## src/fws_pkg.sv

```systemverilog
// Constants and types for the flash write-status polling controller
// Contract
// - Host combines both toggle bits to learn sector and suspend state.
// - Host starts status checks with two consecutive full-byte reads.
// - Toggle bit steady across two reads means done; next read valid.
// - Toggling with timeout bit high: host rechecks toggle once more.
// - Still toggling after recheck: host reports failure, issues reset.
// - Host resuming after pause restarts from the first double read.
// - After any timeout failure host sends the reset command.
// - Host may skip window bit only if commands under 50 us apart.
// - Host confirms acceptance by polling or toggle before reading window bit.
// - Host reads window bit before and after each added sector command.
// - Host reads polling and erase toggle bits at a valid address.
package fws_pkg;
	localparam int unsigned ADDR_W_DEF    = 20;
	localparam int unsigned DATA_W_DEF    = 8;
	localparam int unsigned CLK_MHZ       = 20;
	localparam int unsigned SPACING_US    = 50;
	localparam int unsigned SPACING_CYC   = SPACING_US * CLK_MHZ;
	localparam int unsigned RD_CYC_DEF    = 4;
	localparam int unsigned BIT_POLL      = 7;
	localparam int unsigned BIT_ALG_TOG   = 6;
	localparam int unsigned BIT_TMO       = 5;
	localparam int unsigned BIT_WINDOW    = 3;
	localparam int unsigned BIT_ERS_TOG   = 2;
	localparam logic [7:0]  RESET_CMD     = 8'hf0;

	typedef enum logic [1:0] {
		FWS_OP_STATUS,
		FWS_OP_ADD_SECTOR,
		FWS_OP_RESET
	} fws_op_type;

	typedef enum logic [2:0] {
		FWS_RES_NONE,
		FWS_RES_DONE,
		FWS_RES_FAIL,
		FWS_RES_ADD_OK,
		FWS_RES_ADD_REJ,
		FWS_RES_RESET_DONE
	} fws_res_type;
endpackage

```

## src/fws_bus_cycle.sv

```systemverilog
// One timed read or write cycle on the flash parallel bus
`timescale 1ns/1ns
module fws_bus_cycle #(
	parameter int unsigned ADDR_W = 20,
	parameter int unsigned DATA_W = 8,
	parameter int unsigned CYC    = 4
) (
	input  wire logic              clk_sys,
	input  wire logic              resetn,
	input  wire logic              ce,
	input  wire logic              start,
	input  wire logic              is_write,
	input  wire logic [ADDR_W-1:0] addr,
	input  wire logic [DATA_W-1:0] wdata,
	input  wire logic [DATA_W-1:0] dq_in,
	output logic                   busy,
	output logic                   done,
	output logic [DATA_W-1:0]      rdata,
	output logic [ADDR_W-1:0]      fl_addr,
	output logic [DATA_W-1:0]      dq_out,
	output logic                   dq_oe,
	output logic                   fl_ce_n,
	output logic                   fl_oe_n,
	output logic                   fl_we_n
);
	localparam logic [7:0] LAST = 8'(CYC - 1);
	logic [7:0]        cnt_ff, nxt_cnt;
	logic              busy_ff, nxt_busy, done_ff, nxt_done, wr_ff, nxt_wr;
	logic [DATA_W-1:0] rd_ff, nxt_rd;
	logic [ADDR_W-1:0] a_ff, nxt_a;
	logic [DATA_W-1:0] w_ff, nxt_w;

	always_comb begin
		nxt_cnt  = cnt_ff;
		nxt_busy = busy_ff;
		nxt_done = 1'b0;
		nxt_wr   = wr_ff;
		nxt_rd   = rd_ff;
		nxt_a    = a_ff;
		nxt_w    = w_ff;
		if (!busy_ff && start) begin
			nxt_busy = 1'b1;
			nxt_cnt  = 8'h00;
			nxt_wr   = is_write;
			nxt_a    = addr;
			nxt_w    = wdata;
		end else if (busy_ff) begin
			if (cnt_ff == LAST) begin
				nxt_busy = 1'b0;
				nxt_done = 1'b1;
				// Sample at the end of the strobe, data settled
				if (!wr_ff)
					nxt_rd = dq_in;
			end else begin
				nxt_cnt = cnt_ff + 8'h01;
			end
		end
	end

	always_ff @(posedge clk_sys) begin
		if (!resetn) begin
			cnt_ff  <= 8'h00;
			busy_ff <= 1'b0;
			done_ff <= 1'b0;
			wr_ff   <= 1'b0;
			rd_ff   <= '0;
			a_ff    <= '0;
			w_ff    <= '0;
		end else if (ce) begin
			cnt_ff  <= nxt_cnt;
			busy_ff <= nxt_busy;
			done_ff <= nxt_done;
			wr_ff   <= nxt_wr;
			rd_ff   <= nxt_rd;
			a_ff    <= nxt_a;
			w_ff    <= nxt_w;
		end
	end

	// Strobe drops on last count and fl_we_n is high then, so write data latches on its rise
	logic strobe;
	assign strobe = busy_ff && (cnt_ff != LAST);
	logic ce_n_ff, oe_n_ff, we_n_ff, oe_ff;
	always_ff @(posedge clk_sys) begin
		if (!resetn) begin
			ce_n_ff <= 1'b1;
			oe_n_ff <= 1'b1;
			we_n_ff <= 1'b1;
			oe_ff   <= 1'b0;
		end else if (ce) begin
			ce_n_ff <= !nxt_busy;
			oe_n_ff <= !(nxt_busy && !nxt_wr);
			we_n_ff <= !(nxt_busy && nxt_wr && (nxt_cnt != LAST));
			oe_ff   <= nxt_busy && nxt_wr;
		end
	end
	assign busy    = busy_ff;
	assign done    = done_ff;
	assign rdata   = rd_ff;
	assign fl_addr = a_ff;
	assign dq_out  = w_ff;
	assign dq_oe   = oe_ff;
	assign fl_ce_n = ce_n_ff;
	assign fl_oe_n = oe_n_ff;
	assign fl_we_n = we_n_ff;
endmodule

```

## src/fws_ctrl.sv

```systemverilog
// Host-side status poller for flash program and erase algorithms
`timescale 1ns/1ns
module fws_ctrl
	import fws_pkg::*;
#(
	parameter int unsigned ADDR_W  = fws_pkg::ADDR_W_DEF,
	parameter int unsigned DATA_W  = fws_pkg::DATA_W_DEF,
	parameter int unsigned RD_CYC  = fws_pkg::RD_CYC_DEF,
	parameter int unsigned GAP_CYC = fws_pkg::SPACING_CYC
) (
	input  wire logic                  clk_sys,
	input  wire logic                  resetn,
	input  wire logic                  clk_en,
	input  wire logic                  req,
	input  wire fws_pkg::fws_op_type   req_op,
	input  wire logic [ADDR_W-1:0]     req_addr,
	input  wire logic [ADDR_W-1:0]     req_cmd_addr,
	input  wire logic [DATA_W-1:0]     req_cmd_data,
	input  wire logic                  req_is_erase,
	input  wire logic                  abort,
	output logic                       ack_ff,
	output fws_pkg::fws_res_type       result_ff,
	output logic                       busy_ff,
	output logic                       suspended_ff,
	output logic                       sector_erasing_ff,
	output logic                       window_closed_ff,
	output logic                       fl_busy_ff,
	output logic [DATA_W-1:0]          data_ff,
	input  wire logic [DATA_W-1:0]     fl_dq_in,
	input  wire logic                  fl_ready_busy_n,
	output logic [ADDR_W-1:0]          fl_addr,
	output logic [DATA_W-1:0]          fl_dq_out,
	output logic                       fl_dq_oe,
	output logic                       fl_ce_n,
	output logic                       fl_oe_n,
	output logic                       fl_we_n
);
	import fws_pkg::*;

	typedef enum {
		ST_IDLE, ST_RD1, ST_RD2, ST_RECHK, ST_DATA,
		ST_WIN_PRE, ST_ADD_WR, ST_ACCEPT, ST_WIN_POST, ST_RST
	} fws_state_type;

	fws_state_type     st_ff, nxt_st;
	fws_op_type        op_ff, nxt_op;
	logic [ADDR_W-1:0] addr_ff, nxt_addr;
	logic [DATA_W-1:0] first_ff, nxt_first;
	logic              erase_ff, nxt_erase;
	logic              ack_nxt;
	fws_res_type       res_nxt;
	logic              susp_nxt, secer_nxt, winc_nxt;
	logic [DATA_W-1:0] data_nxt;
	logic              cyc_start, cyc_wr, cyc_busy, cyc_done;
	logic [ADDR_W-1:0] cyc_addr;
	logic [DATA_W-1:0] cyc_wdata, cyc_rdata;
	logic [31:0]       gap_ff, nxt_gap;

	function automatic logic toggled(input logic [DATA_W-1:0] a,
	                                 input logic [DATA_W-1:0] b,
	                                 input logic ers);
		// Erase checks look at both toggle bits; program at the algorithm one
		toggled = (a[BIT_ALG_TOG] != b[BIT_ALG_TOG]) ||
		          (ers && (a[BIT_ERS_TOG] != b[BIT_ERS_TOG]));
	endfunction

	fws_bus_cycle #(
		.ADDR_W (ADDR_W),
		.DATA_W (DATA_W),
		.CYC    (RD_CYC)
	) u_cyc (
		.clk_sys  (clk_sys),
		.resetn   (resetn),
		.ce       (clk_en),
		.start    (cyc_start),
		.is_write (cyc_wr),
		.addr     (cyc_addr),
		.wdata    (cyc_wdata),
		.dq_in    (fl_dq_in),
		.busy     (cyc_busy),
		.done     (cyc_done),
		.rdata    (cyc_rdata),
		.fl_addr  (fl_addr),
		.dq_out   (fl_dq_out),
		.dq_oe    (fl_dq_oe),
		.fl_ce_n  (fl_ce_n),
		.fl_oe_n  (fl_oe_n),
		.fl_we_n  (fl_we_n)
	);

	always_comb begin
		nxt_st    = st_ff;
		nxt_op    = op_ff;
		nxt_addr  = addr_ff;
		nxt_first = first_ff;
		nxt_erase = erase_ff;
		nxt_gap   = gap_ff;
		ack_nxt   = 1'b0;
		res_nxt   = result_ff;
		susp_nxt  = suspended_ff;
		secer_nxt = sector_erasing_ff;
		winc_nxt  = window_closed_ff;
		data_nxt  = data_ff;
		cyc_start = 1'b0;
		cyc_wr    = 1'b0;
		cyc_addr  = addr_ff;
		cyc_wdata = '0;
		if (gap_ff != 32'h0)
			nxt_gap = gap_ff - 32'h1;
		case (st_ff)
		ST_IDLE: begin
			if (req) begin
				nxt_op    = req_op;
				nxt_addr  = req_addr;   // Must be a valid status address
				nxt_erase = req_is_erase;
				case (req_op)
				FWS_OP_STATUS:     nxt_st = ST_RD1;  // Fresh double read
				FWS_OP_ADD_SECTOR: nxt_st = ST_WIN_PRE;
				FWS_OP_RESET:      nxt_st = ST_RST;
				default:           nxt_st = ST_IDLE;
				endcase
			end
		end
		ST_RD1, ST_RD2, ST_RECHK, ST_DATA, ST_WIN_PRE, ST_WIN_POST: begin
			cyc_start = !cyc_busy && !cyc_done;
			if (cyc_done) begin
				case (st_ff)
				ST_RD1: begin
					nxt_first = cyc_rdata;
					nxt_st    = ST_RD2;
				end
				ST_RD2, ST_RECHK: begin
					nxt_first = cyc_rdata;
					if (!toggled(first_ff, cyc_rdata, erase_ff)) begin
						nxt_st = ST_DATA;  // Steady: array data next read
					end else if (st_ff == ST_RECHK) begin
						nxt_st  = ST_RST;  // Failed: reset to array
						res_nxt = FWS_RES_FAIL;
					end else if (cyc_rdata[BIT_TMO]) begin
						nxt_st = ST_RECHK;  // Toggle may stop as flag rises
					end else if (abort) begin
						nxt_st  = ST_IDLE;  // Paused; next request restarts
						ack_nxt = 1'b1;
						res_nxt = FWS_RES_NONE;
					end
					secer_nxt = cyc_rdata[BIT_ERS_TOG] != first_ff[BIT_ERS_TOG];
					susp_nxt  = secer_nxt && (cyc_rdata[BIT_ALG_TOG] ==
					            first_ff[BIT_ALG_TOG]);
				end
				ST_DATA: begin
					data_nxt = cyc_rdata;
					nxt_st   = ST_IDLE;
					ack_nxt  = 1'b1;
					res_nxt  = FWS_RES_DONE;
				end
				ST_WIN_PRE: begin
					winc_nxt = cyc_rdata[BIT_WINDOW];
					if (cyc_rdata[BIT_WINDOW]) begin
						// Erase already running; command would be ignored
						nxt_st  = ST_IDLE;
						ack_nxt = 1'b1;
						res_nxt = FWS_RES_ADD_REJ;
					end else begin
						nxt_st = ST_ADD_WR;
					end
				end
				default: begin
					winc_nxt = cyc_rdata[BIT_WINDOW];
					nxt_st   = ST_IDLE;
					ack_nxt  = 1'b1;
					// High after the add: it may have been dropped
					res_nxt  = cyc_rdata[BIT_WINDOW] ? FWS_RES_ADD_REJ
					                                 : FWS_RES_ADD_OK;
				end
				endcase
			end
		end
		ST_ADD_WR: begin
			cyc_start = !cyc_busy && !cyc_done;
			cyc_wr    = 1'b1;
			cyc_addr  = req_cmd_addr;
			cyc_wdata = req_cmd_data;
			if (cyc_done) begin
				nxt_gap = GAP_CYC;  // Window restarts per added command
				nxt_st  = ST_ACCEPT;
			end
		end
		ST_ACCEPT: begin
			// Confirm acceptance via polling or toggle bit before the window bit
			cyc_start = !cyc_busy && !cyc_done;
			if (cyc_done) begin
				if (cyc_rdata[BIT_POLL] == 1'b0 || cyc_rdata[BIT_ALG_TOG] !=
				    first_ff[BIT_ALG_TOG])
					nxt_st = ST_WIN_POST;
				nxt_first = cyc_rdata;
			end
		end
		ST_RST: begin
			cyc_start = !cyc_busy && !cyc_done;
			cyc_wr    = 1'b1;
			cyc_wdata = DATA_W'(RESET_CMD);
			if (cyc_done) begin
				nxt_st  = ST_IDLE;
				ack_nxt = 1'b1;
				if (op_ff == FWS_OP_RESET)
					res_nxt = FWS_RES_RESET_DONE;
			end
		end
		default: nxt_st = ST_IDLE;
		endcase
	end

	always_ff @(posedge clk_sys) begin
		if (!resetn) begin
			st_ff             <= ST_IDLE;
			op_ff             <= FWS_OP_STATUS;
			addr_ff           <= '0;
			first_ff          <= '0;
			erase_ff          <= 1'b0;
			gap_ff            <= 32'h0;
			ack_ff            <= 1'b0;
			result_ff         <= FWS_RES_NONE;
			busy_ff           <= 1'b0;
			suspended_ff      <= 1'b0;
			sector_erasing_ff <= 1'b0;
			window_closed_ff  <= 1'b0;
			fl_busy_ff        <= 1'b0;
			data_ff           <= '0;
		end else if (clk_en) begin
			st_ff             <= nxt_st;
			op_ff             <= nxt_op;
			addr_ff           <= nxt_addr;
			first_ff          <= nxt_first;
			erase_ff          <= nxt_erase;
			gap_ff            <= nxt_gap;
			ack_ff            <= ack_nxt;
			result_ff         <= res_nxt;
			busy_ff           <= nxt_st != ST_IDLE;
			suspended_ff      <= susp_nxt;
			sector_erasing_ff <= secer_nxt;
			window_closed_ff  <= winc_nxt;
			fl_busy_ff        <= !fl_ready_busy_n;  // Low = busy
			data_ff           <= data_nxt;
		end
	end
endmodule

```

## config.mk

```make
export PLATFORM = sky130hd
export DESIGN_NAME = fws_ctrl
export DESIGN_NICKNAME = d
export VERILOG_FILES = /design/src/fws_pkg.sv /design/src/fws_bus_cycle.sv /design/src/fws_ctrl.sv
export SDC_FILE = /design/constraint.sdc
export NUM_CORES = 1
export LEC_CHECK = 0
export BUFFER_PORTS_ARGS = -buffer_cell sky130_fd_sc_hd__buf_2
export CAP_MARGIN = 20
export CORE_UTILIZATION = 30
export CTS_BUF_LIST = sky130_fd_sc_hd__clkbuf_4
export DETAILED_ROUTE_END_ITERATION = 8
export PLACE_DENSITY_LB_ADDON = 0.2
export RECOVER_POWER = 25
export SETUP_SLACK_MARGIN = 0.5
export SYNTH_ARGS = -nofsm -noshare
export SYNTH_HDL_FRONTEND = slang
export SYNTH_SLANG_ARGS = --single-unit
```

## constraint.sdc

```tcl
create_clock -name clk_sys -period 2.37 [get_ports clk_sys]
set_input_delay 0 -clock clk_sys [delete_from_list [all_inputs] [get_ports clk_sys]]
set_output_delay 0 -clock clk_sys [all_outputs]
set_load 0.01 [all_outputs]
```

==> impl_metrics.ini <==
[pwr]
irDropWorstVdd_mv = 0.2747
p_leak_nw = 3.380
p_per_area_mw_per_mm2 = 548.0
power_w = 0.004521

[floorplanning]
die_w_um = 137.9
initial_core_util = 0.3074
design.core.area_sq_mm = 0.01802
chipHeight_um = 137.9
ios = 114
dieArea_sq_mm = 0.01902
rows = 49

[sta]
holdWs_ns = 0.09098
fin_crit_sh = 0.8696
clock_skew_ns = 0.02548
hold_violations = 0
slew_viol_final = 0
tns_ns = 0
max_freq_mhz = 485.2
max_slew_margin = 0.4306
setup_viol = 0
fin_crit_ns = 2.061
tightest_slew_ns = 0.8541
grt_setup_unrepaired = yes

[cts]
clockBufferDepth = 2
htree_levels = 4
cts_sinks = 125
clkSlewWorstSetupHoldPaths_ns = 0.12
cts_root_buffer = clkbuf_4
clk_latency_ns = 0.56
cts_made_buffers = 17
cts_tree = built

[logic_synthesis]
yosysTopAreaCellShare = 0.4517
synth_flop_cell = dfxtp_1
netlist_top_cells_count = dfxtp_1, nor2_1, nand2_1
avgSynthCellArea_sq_um = 8.711
synth_edf_count = 0
async_flop_share = 0
ys_seq_area_frac = 0.4517
syn_nets = 702
synth_most_common_cell = dfxtp_1
yosysTopAreaCell = dfxtp_1
ys_seq_elements = 125
ys_top_cells_by_area = dfxtp_1, mux2i_1, a21oi_1
yosysWarnings = 0
ys_types = 63
synth_cells = 636
netlist_area_sq_mm = 0.005540

[routing]
wl_per_cell_um = 16.34
drtPass1Iterations = 4
drt_iter0_markers = 266
route.final.wire_length_mm = 17.75
drtAntennaViolNets = 0
viasPerCell = 5.149
vias = 5592
route.detailed.drc = 0

[min_path]
min_path_type = primary input to register
worstHoldPathCells = 5
hold_end = busy_ff$_SDFFE_PN0P_
min_from = req

[placement]
dpl.cell_count = 958
port_buffers = 113
place_congestion = 0.8811
place_hpwl_mm = 10.41

[final_layout]
area_growth_syn_to_layout_pct = 48.92
nets = 910
drive_above_1_share = 0.3294
final_cells = 1086

[run]
drv_cap = 0

[status]
outcome = finished clean

[global_route]
antenna_found_initial = 0
grt_overflow = 0
grt_pass1_wl_mm = 26.40
grt_pass1_vias = 5247
grt_max_degree = 83
track_usage = 0.1809

[setup_path]
cp.arrival_ns = 2.55
crit_path_max_fanout = 11
rrSetupSlack_ns = 0.31
endpoint_kind = register
crit_type = register to register
r2r-end = addr_ff[7]$_SDFFE_PN0P_
crit_path_start_kind = register
crit_required_ns = 2.85
rr_worst_depth = 10
r2r-start = st_ff[16]$_SDFFE_PN0P_
==> where the power goes <==
part / switching, W / internal (W)
registers: 0.0000474 / 0.00217
clock network: 0.000823 / 0.000739
logic: 0.000367 / 0.000380
==> state kept, by name, indices dropped and copies added (netlist names), 3 cells and up <==
name	flops
u_cyc.dq_out	8
result_ff	3
st_ff	32
data_ff	8
u_cyc.fl_addr	20
u_cyc.rdata	8
u_cyc.cnt_ff	8
addr_ff	20
==> cell usage in the layout (no fill, tap or decap), types with 13 or more instances in the layout <==
cell type | Yosys | routed
a211oi_1 | 19 | 16
a211oi_2 | 10 | 13
a21oi_1 | 61 | 54
and3_1 | 30 | 28
buf_2 | 12 | 97
buf_4 | 4 | 31
clkbuf_1 | 24 | 16
clkbuf_4 | 0 | 19
dfxtp_1 | 125 | 113
dlygate4sd3_1 | 0 | 63
mux2i_1 | 44 | 40
nand2_1 | 66 | 64
nor2_1 | 72 | 66
==> through the flow <==
| stage | area, sq um | worst slack (ns) | utilization |
|---|---|---|---|
| final | 8250 | 0.3091 | 0.4577 |
| after global placement | 6430 | 0.2118 | 0.3567 |
| after global routing | 8248 | 0.1688 | 0.4576 |
| after floorplan | 5578 | 0.4824 | - |
| after detailed placement | 6430 | 0.2064 | 0.3567 |
| after CTS | 7709 | 0.3127 | 0.4277 |
==> worst max-delay path, stage by stage (launching register included) <==
cell and delay (ns):
dfxtp_2 0.35, nor4_4 0.27, nand4_1 0.17, buf_4 0.20, nor3_2 0.18, buf_4 0.16
and3_4 0.23, buf_12 0.11, buf_16 0.12, nand2_1 0.06, a21oi_1 0.15
==> kinds of logic (layout without fill, tap and decap cells) <==
group / after synthesis / in the layout / share of synthesized area
simple gates: 250 / 250 / 0.2252
compound gates: 148 / 148 / 0.1771
flops: 125 / 125 / 0.4517
buf+inv: 61 / 281 / 0.05239
mux: 46 / 46 / 0.08356
xor+xnor: 5 / 5 / 0.007906
fa+ha+maj: 1 / 1 / 0.002258
other cells: 0 / 1 / 0
==> repair_timing <==
item | 4_1_cts | 5_1_grt
pin swaps | 13 | 30
resized for setup | 49 | 73
hold endpoints to repair | 89 | 0
buffers inserted | 6 | 18
gates cloned | 5 | 4
hold buffers | 63 | 0
setup endpoints to repair | 92 | 95
==> layout make-up <==
cell class | count | area (sq um)
sequential | 125 | 2532
fill | 1733 | 9774
timing repair buffer | 238 | 1957
tap | 229 | 286.5
inverter | 12 | 45.04
clock buffer | 19 | 142.6
multi-input combinational | 450 | 3137
antenna | 1 | 2.502
clock inverter | 12 | 147.6
==> per-layer routing <==
metal / track usage / vias to the layer above / part of all wire
met2: 0.3006 / 187 / 0.48
met3: 0.04825 / 23 / 0.061
li1: - / 2700 / -
met5: 0 / - / 0
met1: 0.2248 / 2682 / 0.44
met4: 0.06220 / 0 / 0.014
==> worst max path at each step <==
stage	startpoint	end	cells after the start	slack, ns
after floorplan	st_ff[31]$_SDFFE_PN0P_	first_ff[2]$_SDFFE_PN0P_	7	0.48
after global placement	st_ff[30]$_SDFFE_PN0P_	u_cyc.wr_ff$_SDFFE_PN0P_	8	0.21
after detailed placement	st_ff[30]$_SDFFE_PN0P_	u_cyc.wr_ff$_SDFFE_PN0P_	8	0.21
after CTS	st_ff[23]$_SDFFE_PN0P_	u_cyc.wr_ff$_SDFFE_PN0P_	9	0.31
after global routing	st_ff[16]$_SDFFE_PN0P_	addr_ff[7]$_SDFFE_PN0P_	10	0.17
final	st_ff[16]$_SDFFE_PN0P_	addr_ff[7]$_SDFFE_PN0P_	10	0.31
Power figures use the tool's default switching activity.
